**src/icr_regs.svh**
```systemverilog
// Register offsets, bit positions, reset values and fixed constants
// of the core interrupt control block.
// Assumes a byte-addressed 32-bit Avalon-MM register port.
`ifndef ICR_REGS_SVH
`define ICR_REGS_SVH

// ****************************************************************
// Register offsets (byte addresses)
// ****************************************************************
`define ICR_ADDR_W 4
`define ICR_OFS_IRQ_CONTROL 4'h0
`define ICR_OFS_EDGE_CONFIG 4'h4
`define ICR_OFS_PIN_CHANGE 4'h8

// ****************************************************************
// Bit positions of irq_control
// ****************************************************************
`define ICR_BIT_GLOBAL_EN 7
`define ICR_BIT_PERIPH_EN 6
`define ICR_BIT_TMR0_EN 5
`define ICR_BIT_EXT_EN 4
`define ICR_BIT_PCHG_EN 3
`define ICR_BIT_TMR0_FLAG 2
`define ICR_BIT_EXT_FLAG 1
`define ICR_BIT_PCHG_FLAG 0

// Bit position of ext_pin_edge_select in the edge configuration register
`define ICR_BIT_EDGE_SEL 0

// ****************************************************************
// Reset values and fixed constants
// ****************************************************************
`define ICR_RST_IRQ_CONTROL 8'h00
`define ICR_RST_EDGE_CONFIG 1'h0
`define ICR_RST_RDATA 32'h0000_0000
`define ICR_IRQ_VECTOR 16'h0004
`define ICR_VECTOR_RST 16'h0000

`endif

```
**src/icr_pkg.sv**
```systemverilog
// Types shared by the core interrupt control block.
// Assumes icr_regs.svh supplies the numeric constants.
package icr_pkg;

    // ****************************************************************
    // Interrupt control register layout, bit 7 first
    // ****************************************************************
    typedef struct packed {
        logic global_irq_enable;
        logic periph_irq_enable;
        logic timer0_overflow_irq_enable;
        logic ext_pin_irq_enable;
        logic pin_change_irq_enable;
        logic timer0_overflow_flag;
        logic ext_pin_flag;
        logic pin_change_summary_flag;
    } icr_ctrl_t;

    // Hardware events seen in one cycle
    typedef struct packed {
        logic timer0_overflow;
        logic ext_pin_edge;
        logic irq_taken;
        logic return_from_irq;
    } icr_event_t;

    // Register port handshake states
    typedef enum logic [0:0] {
        ICR_BUS_IDLE,
        ICR_BUS_ACK
    } icr_bus_state_t;

endpackage : icr_pkg

```
**src/icr_edge_sync.sv**
```systemverilog
// Two-stage synchroniser with rising and falling edge pulses.
// Assumes the input is asynchronous to core_clk and held for at
// least two clock periods per level.
`timescale 1ns/1ps
`include "icr_regs.svh"

module icr_edge_sync
    import icr_pkg::*;
(
    // Clock and reset
    input wire logic core_clk,
    input wire logic sys_rst,
    // Asynchronous level in
    input wire logic async_in,
    // Edge pulses out
    output logic rise_pulse,
    output logic fall_pulse
);

    logic meta_reg;
    logic sync_reg;
    logic last_reg;

    // First stage feeds only the second stage
    always_ff @(posedge core_clk)
    begin
        if (sys_rst)
        begin
            meta_reg <= 1'h0;
            sync_reg <= 1'h0;
        end
        else
        begin
            meta_reg <= async_in;
            sync_reg <= meta_reg;
        end
    end

    // History stage for edge detection
    always_ff @(posedge core_clk)
    begin
        if (sys_rst)
            last_reg <= 1'h0;
        else
            last_reg <= sync_reg;
    end

    // Edge pulses from the synchronised level
    assign rise_pulse = sync_reg & ~last_reg;
    assign fall_pulse = ~sync_reg & last_reg;

endmodule : icr_edge_sync

```
**src/icr_core.sv**
```systemverilog
// Core interrupt control register with its request logic.
// Assumes the timer, pin-change and peripheral sources run on core_clk,
// the external interrupt pin is asynchronous, and the core pulses
// irq_taken when it vectors and return_from_irq when it leaves service.
//
// How it works
// - Flags set on their source event regardless of any enable bit.
// - ext_pin_flag at bit 1 reads one after a qualifying pin edge.
// - Bit 0 reads one while any pin-change flag was set the cycle before.
// - Summary flag ignores writes, clears with all pin-change flags, resets zero.
// - Global enable low blocks vectoring; latched flags are serviced later.
// - Taking an interrupt clears global enable, vectors to 0004h; return sets it.
// - Pin flag sets on rising edge if edge select one, else falling.
//
// Implementation choices: the Avalon-MM slave port and the register offsets.
`timescale 1ns/1ps
`include "icr_regs.svh"

module icr_core
    import icr_pkg::*;
(
    // Clock and reset
    input wire logic core_clk,
    input wire logic sys_rst,
    // Avalon-MM register slave
    input wire logic [`ICR_ADDR_W-1:0] avs_address,
    input wire logic avs_read,
    input wire logic avs_write,
    input wire logic [31:0] avs_writedata,
    input wire logic [3:0] avs_byteenable,
    output logic [31:0] avs_readdata,
    output logic avs_waitrequest,
    // Interrupt sources
    input wire logic timer0_overflow,
    input wire logic ext_irq_pin,
    input wire logic [7:0] pin_change_flags_b,
    input wire logic periph_irq_pending,
    // Processor core handshake
    input wire logic irq_taken,
    input wire logic return_from_irq,
    output logic irq_request,
    output logic [15:0] irq_vector
);

    // ****************************************************************
    // Declarations
    // ****************************************************************
    // Register state and events of the cycle
    icr_ctrl_t ctrl_reg;
    icr_event_t evt;
    // Bus handshake and read path
    icr_bus_state_t bus_state_reg;
    icr_bus_state_t bus_state_next;
    logic edge_select_reg;
    logic [31:0] rdata_reg;
    logic [31:0] rdata_next;
    logic [15:0] vector_reg;
    // Synchronised pin edges
    logic pin_rise;
    logic pin_fall;
    // Write decode
    logic write_commit;
    logic ctrl_write;
    logic edge_write;
    logic [7:0] wbyte;
    logic pin_change_any;

    // Read view of the irq_control, edge configuration and pin-change registers for a decoded offset
    function automatic logic [31:0] read_mux(
        input logic [`ICR_ADDR_W-1:0] addr,
        input icr_ctrl_t ctrl,
        input logic edge_sel,
        input logic [7:0] pchg
    );
        logic [31:0] val;
        val = `ICR_RST_RDATA;
        unique case (addr)
            `ICR_OFS_IRQ_CONTROL: val[7:0] = ctrl;
            `ICR_OFS_EDGE_CONFIG: val[`ICR_BIT_EDGE_SEL] = edge_sel;
            `ICR_OFS_PIN_CHANGE: val[7:0] = pchg;
            default: val = `ICR_RST_RDATA;
        endcase
        return val;
    endfunction : read_mux

    // A hardware set beats a software clear in the same cycle, so an event
    // that lands on the clearing write is never lost
    // Next value of a software-written flag: a set from hardware wins
    function automatic logic flag_next(
        input logic cur,
        input logic set,
        input logic wr,
        input logic wval
    );
        logic res;
        res = cur;
        if (wr)
            res = wval;
        if (set)
            res = 1'h1;
        return res;
    endfunction : flag_next

    // Reset value of one irq_control bit, picked from the whole-register constant
    function automatic logic rst_bit(
        input int unsigned pos
    );
        logic [7:0] rst_val;
        rst_val = `ICR_RST_IRQ_CONTROL;
        return rst_val[pos[2:0]];
    endfunction : rst_bit

    // Address decode shared by the write strobes
    function automatic logic addr_hit(
        input logic [`ICR_ADDR_W-1:0] addr,
        input logic [`ICR_ADDR_W-1:0] ofs
    );
        return addr == ofs;
    endfunction : addr_hit

    // ****************************************************************
    // External pin synchroniser and edge detection
    // ****************************************************************
    // The pin is asynchronous; two flops guard against metastability
    // before any edge logic looks at it
    icr_edge_sync u_pin_sync (
        .core_clk(core_clk),
        .sys_rst(sys_rst),
        .async_in(ext_irq_pin),
        .rise_pulse(pin_rise),
        .fall_pulse(pin_fall)
    );

    // Qualifying edge chosen by the edge select bit
    assign evt.ext_pin_edge = edge_select_reg ? pin_rise : pin_fall;
    assign evt.timer0_overflow = timer0_overflow;
    assign evt.irq_taken = irq_taken;
    assign evt.return_from_irq = return_from_irq;

    // Summary of the individual pin-change flags
    assign pin_change_any = |pin_change_flags_b;

    // ****************************************************************
    // Avalon-MM slave handshake
    // ****************************************************************

    // One wait cycle, then the acknowledge cycle
    always_comb
    begin
        bus_state_next = bus_state_reg;
        unique case (bus_state_reg)
            ICR_BUS_IDLE:
                if (avs_read || avs_write)
                    bus_state_next = ICR_BUS_ACK;
            ICR_BUS_ACK:
                bus_state_next = ICR_BUS_IDLE;
        endcase
    end

    // Handshake state register
    always_ff @(posedge core_clk)
    begin
        if (sys_rst)
            bus_state_reg <= ICR_BUS_IDLE;
        else
            bus_state_reg <= bus_state_next;
    end

    // Waitrequest drops only in the acknowledge cycle
    assign avs_waitrequest = (bus_state_reg != ICR_BUS_ACK);

    // Write takes effect at the edge ending the acknowledge cycle.
    // Only that cycle commits, so a request held through its wait state
    // lands exactly once.
    assign write_commit = (bus_state_reg == ICR_BUS_ACK) && avs_write && avs_byteenable[0];
    assign ctrl_write = write_commit && addr_hit(avs_address, `ICR_OFS_IRQ_CONTROL);
    assign edge_write = write_commit && addr_hit(avs_address, `ICR_OFS_EDGE_CONFIG);
    assign wbyte = avs_writedata[7:0];

    // Read data captured when the request is first seen, so they stand
    // unchanged through the acknowledge cycle that follows
    always_comb
    begin
        rdata_next = rdata_reg;
        if ((bus_state_reg == ICR_BUS_IDLE) && avs_read)
            rdata_next = read_mux(avs_address, ctrl_reg, edge_select_reg, pin_change_flags_b);
    end

    // Read data register, held through the acknowledge cycle
    always_ff @(posedge core_clk)
    begin
        if (sys_rst)
            rdata_reg <= `ICR_RST_RDATA;
        else
            rdata_reg <= rdata_next;
    end

    assign avs_readdata = rdata_reg;

    // ****************************************************************
    // Edge configuration register
    // ****************************************************************

    // Edge select written by software
    always_ff @(posedge core_clk)
    begin
        if (sys_rst)
            edge_select_reg <= `ICR_RST_EDGE_CONFIG;
        else if (edge_write)
            edge_select_reg <= avs_writedata[`ICR_BIT_EDGE_SEL];
    end

    // ****************************************************************
    // Interrupt control register
    // ****************************************************************

    // Global enable: taking an interrupt clears it, returning sets it.
    // Core events outrank a software write of the same cycle, so a write
    // racing a take cannot reopen the core to a second request.
    always_ff @(posedge core_clk)
    begin
        if (sys_rst)
            ctrl_reg.global_irq_enable <= rst_bit(`ICR_BIT_GLOBAL_EN);
        else if (evt.irq_taken)
            ctrl_reg.global_irq_enable <= 1'h0;
        else if (evt.return_from_irq)
            ctrl_reg.global_irq_enable <= 1'h1;
        else if (ctrl_write)
            ctrl_reg.global_irq_enable <= wbyte[`ICR_BIT_GLOBAL_EN];
    end

    // Plain enable bits written by software
    // Software is expected to clear stale flags before raising these
    always_ff @(posedge core_clk)
    begin
        if (sys_rst)
        begin
            ctrl_reg.periph_irq_enable <= rst_bit(`ICR_BIT_PERIPH_EN);
            ctrl_reg.timer0_overflow_irq_enable <= rst_bit(`ICR_BIT_TMR0_EN);
            ctrl_reg.ext_pin_irq_enable <= rst_bit(`ICR_BIT_EXT_EN);
            ctrl_reg.pin_change_irq_enable <= rst_bit(`ICR_BIT_PCHG_EN);
        end
        else if (ctrl_write)
        begin
            ctrl_reg.periph_irq_enable <= wbyte[`ICR_BIT_PERIPH_EN];
            ctrl_reg.timer0_overflow_irq_enable <= wbyte[`ICR_BIT_TMR0_EN];
            ctrl_reg.ext_pin_irq_enable <= wbyte[`ICR_BIT_EXT_EN];
            ctrl_reg.pin_change_irq_enable <= wbyte[`ICR_BIT_PCHG_EN];
        end
    end

    // Timer0 overflow flag, set regardless of any enable
    always_ff @(posedge core_clk)
    begin
        if (sys_rst)
            ctrl_reg.timer0_overflow_flag <= rst_bit(`ICR_BIT_TMR0_FLAG);
        else
            ctrl_reg.timer0_overflow_flag <= flag_next(ctrl_reg.timer0_overflow_flag,
                evt.timer0_overflow, ctrl_write, wbyte[`ICR_BIT_TMR0_FLAG]);
    end

    // External pin flag, set by the selected edge regardless of any enable
    always_ff @(posedge core_clk)
    begin
        if (sys_rst)
            ctrl_reg.ext_pin_flag <= rst_bit(`ICR_BIT_EXT_FLAG);
        else
            ctrl_reg.ext_pin_flag <= flag_next(ctrl_reg.ext_pin_flag,
                evt.ext_pin_edge, ctrl_write, wbyte[`ICR_BIT_EXT_FLAG]);
    end

    // Summary flag follows the pin-change flags and ignores writes.
    // It runs one cycle behind them; software clears it only by clearing
    // every individual pin-change flag.
    always_ff @(posedge core_clk)
    begin
        if (sys_rst)
            ctrl_reg.pin_change_summary_flag <= rst_bit(`ICR_BIT_PCHG_FLAG);
        else
            ctrl_reg.pin_change_summary_flag <= pin_change_any;
    end

    // ****************************************************************
    // Core request and vector
    // ****************************************************************

    // Request only while global enable is high; flags stay latched meanwhile
    // Combinational, so the core sees the request the cycle a flag shows
    assign irq_request = ctrl_reg.global_irq_enable && (
        (ctrl_reg.timer0_overflow_irq_enable && ctrl_reg.timer0_overflow_flag) ||
        (ctrl_reg.ext_pin_irq_enable && ctrl_reg.ext_pin_flag) ||
        (ctrl_reg.pin_change_irq_enable && ctrl_reg.pin_change_summary_flag) ||
        (ctrl_reg.periph_irq_enable && periph_irq_pending));

    // Vector address, fixed once out of reset
    // Held at zero in reset so a core sampling early sees no vector
    always_ff @(posedge core_clk)
    begin
        if (sys_rst)
            vector_reg <= `ICR_VECTOR_RST;
        else
            vector_reg <= `ICR_IRQ_VECTOR;
    end

    assign irq_vector = vector_reg;

endmodule : icr_core

```
**config.mk**
```make
export PLATFORM = sky130hd
export DESIGN_NAME = icr_core
export DESIGN_NICKNAME = d
export VERILOG_FILES = /design/src/icr_pkg.sv /design/src/icr_edge_sync.sv /design/src/icr_core.sv
export VERILOG_INCLUDE_DIRS = /design/src /design/src/src
export SDC_FILE = /design/constraint.sdc
export NUM_CORES = 1
export LEC_CHECK = 0
export CAP_MARGIN = 20
export CORE_ASPECT_RATIO = 1.75
export CORE_MARGIN = 2
export CORE_UTILIZATION = 45
export DETAILED_ROUTE_END_ITERATION = 10
export DONT_BUFFER_PORTS = 1
export PLACE_DENSITY_LB_ADDON = 0.08
export SLEW_MARGIN = 20
export SYNTH_ARGS = -nofsm -noshare
export SYNTH_HDL_FRONTEND = slang
export SYNTH_SLANG_ARGS = --single-unit
```
**constraint.sdc**
```tcl
create_clock -name core_clk -period 1.5 [get_ports core_clk]
set_input_delay 0.225 -clock core_clk [delete_from_list [all_inputs] [get_ports core_clk]]
set_output_delay 0.225 -clock core_clk [all_outputs]
set_load 0.005 [all_outputs]
```
==> impl_metrics.env, run 1 <==
export IMPL_status="completed"
export IMPL_viasPerCell=5.32
export IMPL_clk_pin_slew_ns=0.08
export IMPL_drt_wl_total_mm=2.49
export IMPL_finalCriticalPeriod_ns=1.22
export IMPL_crit_chain="and3_1 -> a31oi_1 -> a211oi_1"
export IMPL_setup_slack_ns=0.279
export IMPL_numClockSinks=22
export IMPL_cp_data_required_time_ns=1.68
export IMPL_synth_area_per_cell_um2=8.77
export IMPL_placed_area_mm2=0.00109
export IMPL_synthToLayoutAreaGrowth_pct=-6.52
export IMPL_syn_inst=140
export IMPL_rows=25
export IMPL_final_nets=198
export IMPL_dieHeight_um=73.1
export IMPL_final_cell_mix="39 x conb_1, 22 x dfxtp_1, 9 x nor2_1, 9 x a21oi_1"
export IMPL_cp_slowest_stage_delay_ns=0.41
export IMPL_critPathCaptureType="flop"
export IMPL_dp_cells=163
export IMPL_skew_ns=0.00264
export IMPL_r2r_slack_ns=0.28
export IMPL_start_kind="flop"
export IMPL_synth_async_reset_ratio_pct=0
export IMPL_routedWlPerCell_um=14.9
export IMPL_crit_type="flop to flop"
export IMPL_cts_tree="done"
export IMPL_drtIter0Drc=34
export IMPL_cts_repair_resized=0
export IMPL_cp_max_fo=9
export IMPL_regToRegStartpoint="bus_state_reg"
export IMPL_ir_worst_vdd_v=0.000554
export IMPL_yosysWarnings=0
export IMPL_h_tree_depth=1
export IMPL_antenna_left=0
export IMPL_seq_area_frac_synth_pct=35.9
export IMPL_place_hpwl_mm=2.03
export IMPL_grt_start_max_net_pins=15
export IMPL_crit_cells=3
export IMPL_cp_arrival_ns=1.40
export IMPL_final_util_pct=43.2
export IMPL_first_global_vias=780
export IMPL_max_freq_mhz=819
export IMPL_initial_core_util_pct=46.2
export IMPL_cts_root_buf="clkbuf_8"
export IMPL_grt_usage_pct=15.1
export IMPL_place_congestion=0.818
export IMPL_startpoint="bus_state_reg"
export IMPL_grt_first_pass_wirelength_mm=3.72
export IMPL_coreArea_mm2=0.00266
export IMPL_netlist_cell_type_count=29
export IMPL_antenna_found_initial=0
export IMPL_cts_setup_buffers=0
export IMPL_layout_commonest_cell="conb_1"
export IMPL_boundaryPins=107
export IMPL_finalSetupViolCount=0
export IMPL_cts_buffer_depth=2
export IMPL_rsz0062_at_grt="false"
export IMPL_synth_edff_count=0
export IMPL_fillers=284
export IMPL_pre_cts_slack_ns=0.254
export IMPL_layout_cells_non_filler=167
export IMPL_path_buf_inv=0
export IMPL_clk_latency_ns=0.25
export IMPL_final_layout_size_suffix_gt1_share_pct=6.43
export IMPL_route_detailed_drc=0
export IMPL_crit_family="flip-flops"
export IMPL_crit_slowest_cell="dfxtp_1"
export IMPL_min_period_over_period_pct=81.4
export IMPL_drt_pass1_iterations=4
export IMPL_reg2reg_to="ctrl_reg[7]"
export IMPL_die_x_um=43.5
export IMPL_grt_ovfl_total=0
export IMPL_reg2reg_depth=3
export IMPL_hold_viol=0
export IMPL_endpoint="ctrl_reg[7]"
export IMPL_hold_class="input pin to flop"
export IMPL_syn_area_mm2=0.00123
export IMPL_dieArea_mm2=0.00318
export IMPL_leakage_nw=0.459
export IMPL_routed_via_count=888
export IMPL_finalSetupTns_ns=0
export IMPL_hold_buffers=0
export IMPL_powerDensity_mw_per_mm2=996
export IMPL_diodes=0
export IMPL_io_buffers=0
export IMPL_final_area_mm2=0.00115
export IMPL_cts_buffers=3
export IMPL_slew_violations=0
export IMPL_cap_violations=0
export IMPL_ys_ff_latch=22
export IMPL_synth_ff_type="dfxtp_1"
metrics by stage:
stage          hold WS, ns  power (mW)
2_1_floorplan        0.297       0.800
3_3_place_gp         0.296       0.739
3_5_place_dp         0.298       0.741
4_1_cts             0.0204        1.16
5_1_grt             0.0121        1.20
6_report            0.0254        1.14
area by class of cell:
type                            count  area [µm²]  area share, %
Tap cell                           27        33.8           2.94
Clock buffer                        4        55.1           4.80
Timing Repair Buffer                1        7.51          0.654
Inverter                            3        11.3          0.981
Sequential cell                    22         440           38.4
Multi-Input combinational cell    110         599           52.2
cells in the mapped netlist (2+ instances only):
cell | count | area [µm²]
nor4_1 | 2 | 12.5
o21ai_0 | 8 | 40.0
a31oi_1 | 3 | 18.8
a21oi_1 | 9 | 45.0
a22oi_1 | 2 | 15.0
o21ai_1 | 7 | 35.0
nor2_1 | 9 | 33.8
nand3_1 | 6 | 30.0
a221oi_1 | 8 | 70.1
buf_4 | 40 | 300
nor3_1 | 2 | 10.0
nor2b_1 | 4 | 25.0
inv_1 | 3 | 11.3
dfxtp_1 | 22 | 440
routing by layer:
| metal | share of wire, % | GRT usage, % |
|---|---|---|
| met5 | 0 | 0 |
| met4 | 1.2 | 4.04 |
| met1 | 35 | 15.6 |
| met2 | 55 | 28.2 |
| met3 | 8.4 | 4.95 |
worst min path at each step:
stage / endpoint / cells after the start / start
3_3_place_gp: ctrl_reg[4] / 1 / sys_rst
6_report: edge_select_reg / 1 / sys_rst
5_1_grt: ctrl_reg[2] / 1 / sys_rst
3_5_place_dp: edge_select_reg / 1 / sys_rst
2_1_floorplan: u_pin_sync.last_reg / 1 / sys_rst
4_1_cts: edge_select_reg / 1 / sys_rst
cells by family after synthesis:
kind of cell	after synthesis	synth area share [%]
compound gates	40	20.2
buf+inv	46	26.9
flops	22	35.9
other cells	1	0.306
simple gates	31	16.7
report_power, final:
part	total (mW)	internal, mW	switching [mW]
Combinational	0.0968	0.0318	0.0651
Clock	0.415	0.233	0.182
Sequential	0.631	0.612	0.0191
Total	1.14	0.877	0.266
No activity file was read; power rests on OpenSTA's default activity.
==> run 2, diff against run 1 <==
--- a/config.mk
+++ b/config.mk
@@ -6,6 +6,7 @@
 export SDC_FILE = /design/constraint.sdc
 export NUM_CORES = 1
 export LEC_CHECK = 0
+export ABC_AREA = 1
 export CAP_MARGIN = 20
 export CORE_ASPECT_RATIO = 1.75
 export CORE_MARGIN = 2
==> constraint.sdc (replaced) <==
create_clock -name core_clk -period 1.2 [get_ports core_clk]
set_input_delay 0.18 -clock core_clk [delete_from_list [all_inputs] [get_ports core_clk]]
set_output_delay 0.18 -clock core_clk [all_outputs]
set_load 0.005 [all_outputs]
==> run 2 against run 1 <==
Net effect:
- hold slack gained 0.030 ns
- clock power grew 29%
- non-clock buffer count grew 3
- power grew 32%
- via count grew 16%
- core utilization grew 3.1 points
- register-to-register slack lost 0.13 ns
- critical endpoint is now irq_request
- largest power group unchanged
==> impl_metrics.env, run 2 <==
export IMPL_status="completed"
export IMPL_finalCriticalPeriod_ns=1.13
export IMPL_route_detailed_drc=0
export IMPL_finalSetupViolCount=0
export IMPL_hold_viol=0
export IMPL_leakage_nw=0.695
export IMPL_rows=26
export IMPL_max_freq_mhz=884
export IMPL_start_kind="flop"
export IMPL_finalSetupTns_ns=0
export IMPL_final_layout_size_suffix_gt1_share_pct=12.2
export IMPL_drt_wl_total_mm=2.61
export IMPL_critPathCaptureType="output pin"
export IMPL_viasPerCell=4.32
export IMPL_regArea_um2=443
export IMPL_cp_max_fo=2
export IMPL_cts_root_buf="clkbuf_8"
export IMPL_drt_pass1_iterations=3
export IMPL_final_cell_mix="39 x conb_1, 31 x nor2_1, 24 x inv_1"
export IMPL_boundaryPins=107
export IMPL_multi_input_area_um2=671
export IMPL_numClockSinks=22
export IMPL_h_tree_depth=1
export IMPL_clk_pin_slew_ns=0.08
export IMPL_hold_class="input pin to flop"
export IMPL_min_period_over_period_pct=94.3
export IMPL_routedWlPerCell_um=10.9
export IMPL_yosysMostFrequentCell="buf_4"
export IMPL_synth_common_cells="39 x buf_4, 31 x nor2_1, 24 x inv_1, 22 x dfxtp_1, 16 x nand2_1"
export IMPL_die_x_um=46.4
export IMPL_place_hpwl_mm=2.16
export IMPL_cts_buffers=3
export IMPL_cp_arrival_ns=0.95
export IMPL_antenna_found_initial=0
export IMPL_diodes=0
export IMPL_synthToLayoutAreaGrowth_pct=-3.10
export IMPL_powerDensity_mw_per_mm2=1100
export IMPL_grt_start_max_net_pins=13
export IMPL_routed_via_count=1032
export IMPL_synth_ff_type="dfxtp_1"
export IMPL_yosysWarnings=0
export IMPL_place_congestion=0.882
export IMPL_grt_usage_pct=15.9
export IMPL_cap_violations=0
export IMPL_final_nets=255
export IMPL_netlist_cell_type_count=26
export IMPL_layout_commonest_cell="conb_1"
export IMPL_rsz0062_at_grt="false"
export IMPL_dieArea_mm2=0.00362
export IMPL_ir_worst_vdd_v=0.000608
export IMPL_first_global_vias=908
export IMPL_cp_data_required_time_ns=1.02
export IMPL_skew_ns=0.00183
export IMPL_dieHeight_um=78.1
export IMPL_cts_buffer_depth=2
export IMPL_synth_top_cell_by_area="dfxtp_1"
export IMPL_regToRegStartpoint="bus_state_reg"
export IMPL_syn_area_mm2=0.00141
export IMPL_worstHoldStart="sys_rst"
export IMPL_synth_edff_count=0
export IMPL_seq_area_frac_synth_pct=31.2
export IMPL_placed_area_mm2=0.00129
export IMPL_synth_top_area_share_pct=31.2
export IMPL_synth_area_per_cell_um2=7.28
export IMPL_grt_ovfl_total=0
export IMPL_cts_tree="done"
export IMPL_startpoint="ctrl_reg[0]"
export IMPL_antenna_left=0
export IMPL_crit_type="flop to output pin"
export IMPL_final_area_mm2=0.00137
export IMPL_coreArea_mm2=0.00296
export IMPL_grt_first_pass_wirelength_mm=4.13
export IMPL_synth_async_reset_ratio_pct=0
export IMPL_initial_core_util_pct=47.7
export IMPL_ys_ff_latch=22
export IMPL_synthTopCellsByArea="dfxtp_1 31%, buf_4 21%, nor2_1 8.2%"
export IMPL_syn_inst=194
export IMPL_clk_latency_ns=0.26
export IMPL_drtIter0Drc=8
export IMPL_slew_violations=0
export IMPL_fillers=338
export IMPL_io_buffers=0
==> run 2: kinds of logic after synthesis <==
family / synth area share [%]
buffers and inverters: 31.4
and+or+nand+nor: 29.5
AOI/OAI and AO/OA: 7.62
other: 0.265
DFF: 31.2
==> run 2: worst max-delay path, cell delays in order, from the launching register on <==
cell and delay, ns:
dfxtp_1 0.36, nand2_1 0.07, a41oi_1 0.26
==> run 2: layer usage <==
layer	up-vias	global-route usage [%]	wire, µm
met5	-	0	0
met4	0	8.86	61
met3	5	5.98	298
met2	53	24.9	1300
met1	442	17.6	946
li1	532	-	-
==> run 2: power breakdown <==
group	switching, mW	total, mW	internal (mW)	leakage [nW]
Clock	0.241	0.534	0.293	0.0288
Sequential	0.0248	0.791	0.766	0.182
Combinational	0.123	0.184	0.0603	0.485
==> run 2: final cells by class <==
| class | instances | share of cell area [%] |
|---|---|---|
| Clock buffer | 4 | 4.02 |
| Sequential cell | 22 | 32.4 |
| Multi-Input combinational cell | 138 | 49.0 |
| Tap cell | 42 | 3.84 |
| Timing Repair Buffer | 4 | 2.56 |
| Inverter | 29 | 8.23 |
==> run 2: path summary, 6_finish.rpt <==
check,endpoint,slack [ns],cells past startpoint
worst max-delay path,irq_request,0.07,2
worst min-delay path,avs_readdata[3],0.06,3
worst max register to register,ctrl_reg[1],0.15,7
worst min register to register,u_pin_sync.sync_reg,0.41,2
==> run 2: through the flow <==
stage | util, % | setup slack (ns) | hold WS [ns] | power, mW | instances
final | 46.2 | 0.0690 | 0.0555 | 1.51 | 239
after global routing | 46.2 | 0.0213 | 0.0496 | 1.61 | 239
after CTS | 45.8 | 0.0512 | 0.00683 | 1.52 | 238
after detailed placement | 43.6 | 0.0918 | 0.257 | 0.982 | 233
after global placement | 43.6 | 0.118 | 0.254 | 0.979 | 233
after floorplan | - | 0.222 | 0.259 | 1.06 | 232
==> run 2: timing repair <==
| item | 4_1_cts | 5_1_grt |
|---|---|---|
| setup buffers | 0 | 0 |
| hold buffers | 1 | 1 |
| gates resized for setup | 0 | 2 |
| endpoints found under the setup margin | 0 | 3 |
| hold endpoints to repair | 6 | 1 |
==> run 3, diff against run 2 <==
--- a/config.mk
+++ b/config.mk
@@ -6,8 +6,7 @@
 export SDC_FILE = /design/constraint.sdc
 export NUM_CORES = 1
 export LEC_CHECK = 0
-export ABC_AREA = 1
-export CAP_MARGIN = 20
+export CAP_MARGIN = 5
 export CORE_ASPECT_RATIO = 1.75
 export CORE_MARGIN = 2
 export CORE_UTILIZATION = 45
==> run 3 against run 2 <==
Net effect:
- wire length shrank 0.77%
- clock skew is 0.0025 ns higher
- register-to-register slack worse by 0.08 ns
- critical endpoint is now avs_readdata[4]
- power down 8.7%
- highest routed layer unchanged
- sequential power about the same
- global-route usage is essentially flat
- non-clock buffer count up 4
==> impl_metrics.env, run 3 (synthesis gave the netlist of run 1 again) <==
export IMPL_cp_data_required_time_ns=1.34
export IMPL_status="completed"
export IMPL_cts_buffer_depth=2
export IMPL_cts_tree="done"
export IMPL_place_congestion=0.824
export IMPL_final_cell_mix="39 x conb_1, 22 x dfxtp_1, 9 x nor2_1, 9 x a21oi_1, 8 x o21ai_0"
export IMPL_drt_wl_total_mm=2.59
export IMPL_fillers=287
export IMPL_finalSetupTns_ns=0
export IMPL_regToRegStartpoint="bus_state_reg"
export IMPL_initial_core_util_pct=46.2
export IMPL_viasPerCell=5.30
export IMPL_final_layout_size_suffix_gt1_share_pct=11.6
export IMPL_first_global_vias=818
export IMPL_crit_family="flip-flops"
export IMPL_skew_ns=0.00430
export IMPL_clk_pin_slew_ns=0.08
export IMPL_cp_slowest_stage_delay_ns=0.36
export IMPL_r2r_slack_ns=0.07
export IMPL_max_freq_mhz=884
export IMPL_final_nets=205
export IMPL_grt_start_max_net_pins=14
export IMPL_powerDensity_mw_per_mm2=1140
export IMPL_place_hpwl_mm=2.06
export IMPL_die_x_um=43.5
export IMPL_critPathCaptureType="flop"
export IMPL_route_detailed_drc=0
export IMPL_worstHoldStart="ext_irq_pin"
export IMPL_rsz0062_at_grt="false"
export IMPL_drtIter0Drc=20
export IMPL_slew_violations=0
export IMPL_numClockSinks=22
export IMPL_dieHeight_um=73.1
export IMPL_startpoint="bus_state_reg"
export IMPL_cp_max_fo=8
export IMPL_cts_root_buf="clkbuf_8"
export IMPL_cap_violations=0
export IMPL_diodes=0
export IMPL_grt_usage_pct=15.8
export IMPL_crit_chain="nand2b_2 -> a221oi_1 -> nor2_1"
export IMPL_coreArea_mm2=0.00266
export IMPL_hold_viol=0
export IMPL_crit_type="flop to flop"
export IMPL_hold_class="input pin to flop"
export IMPL_leakage_nw=0.490
export IMPL_boundaryPins=107
export IMPL_clk_latency_ns=0.25
export IMPL_io_buffers=0
export IMPL_path_buf_inv=0
export IMPL_antenna_left=0
export IMPL_finalCriticalPeriod_ns=1.13
export IMPL_h_tree_depth=1
export IMPL_finalSetupViolCount=0
export IMPL_crit_slowest_cell="dfxtp_1"
export IMPL_grt_ovfl_total=0
export IMPL_layout_commonest_cell="conb_1"
export IMPL_grt_first_pass_wirelength_mm=3.86
export IMPL_setup_slack_ns=0.0682
export IMPL_routedWlPerCell_um=15.0
export IMPL_ir_worst_vdd_v=0.000871
export IMPL_dieArea_mm2=0.00318
export IMPL_routed_via_count=917
export IMPL_antenna_found_initial=0
export IMPL_rows=25
export IMPL_start_kind="flop"
export IMPL_cp_arrival_ns=1.27
export IMPL_synthToLayoutAreaGrowth_pct=-1.43
export IMPL_cts_buffers=3
export IMPL_pre_cts_slack_ns=0.0120
export IMPL_min_period_over_period_pct=94.3
export IMPL_drt_pass1_iterations=6
-- run 3: changes by cell type in the layout (fill, tap and decap cells not counted), moves of 6 or more --
cell      previous run  this run
nor2_1              31         9
inv_1               24         3
nand2_1             16         0
nand3_1             15         5
a21oi_1              1         9
o21ai_1             15         7
a221oi_1             0         7
o21ai_0              2         8
-- run 3: layer usage --
layer / wire [µm] / vias up / GRT usage (%)
li1: - / 436 / -
met1: 842 / 426 / 15.9
met2: 1480 / 53 / 29.4
met3: 247 / 2 / 5.20
met4: 17 / 0 / 5.72
met5: 0 / - / 0
-- run 3: final timing paths --
path / endpoint / cells past startpoint
max: avs_readdata[4] / 3
min: u_pin_sync.meta_reg / 1
max reg2reg: avs_readdata[4] / 3
min reg2reg: u_pin_sync.sync_reg / 1
-- run 3: area by class of cell --
class	count	area [µm²]	share of cell area, %
sequential	22	440	36.4
clock buffer	3	41.3	3.41
timing repair buffer	8	65.1	5.38
multi-input combinational	110	618	51.1
inverter	3	11.3	0.931
tap	27	33.8	2.79
-- run 3: where the power goes --
part	leakage [nW]	switching, mW	internal, mW
Combinational	0.287	0.0910	0.0548
Sequential	0.181	0.0247	0.765
Clock	0.0216	0.218	0.223
Total	0.490	0.334	1.04
-- run 3: per-stage QoR --
stage               instances  util (%)  power [mW]  hold WS (ns)  cell area (µm²)
floorplan                 178         -        1.00         0.252             1370
global placement          168      42.5       0.933         0.251             1130
detailed placement        168      42.5       0.935         0.253             1130
CTS                       173      44.8        1.39        0.0477             1190
global route              173      45.5        1.44        0.0437             1210
finish                    173      45.5        1.38        0.0497             1210
-- run 3: timing repair --
item                                    in CTS  in global routing
endpoints found under the setup margin       1                 10
buffers inserted                             0                  0
cloned                                       0                  0
resized for setup                            1                  5
hold buffers                                 2                  0
hold endpoints to repair                    13                  0
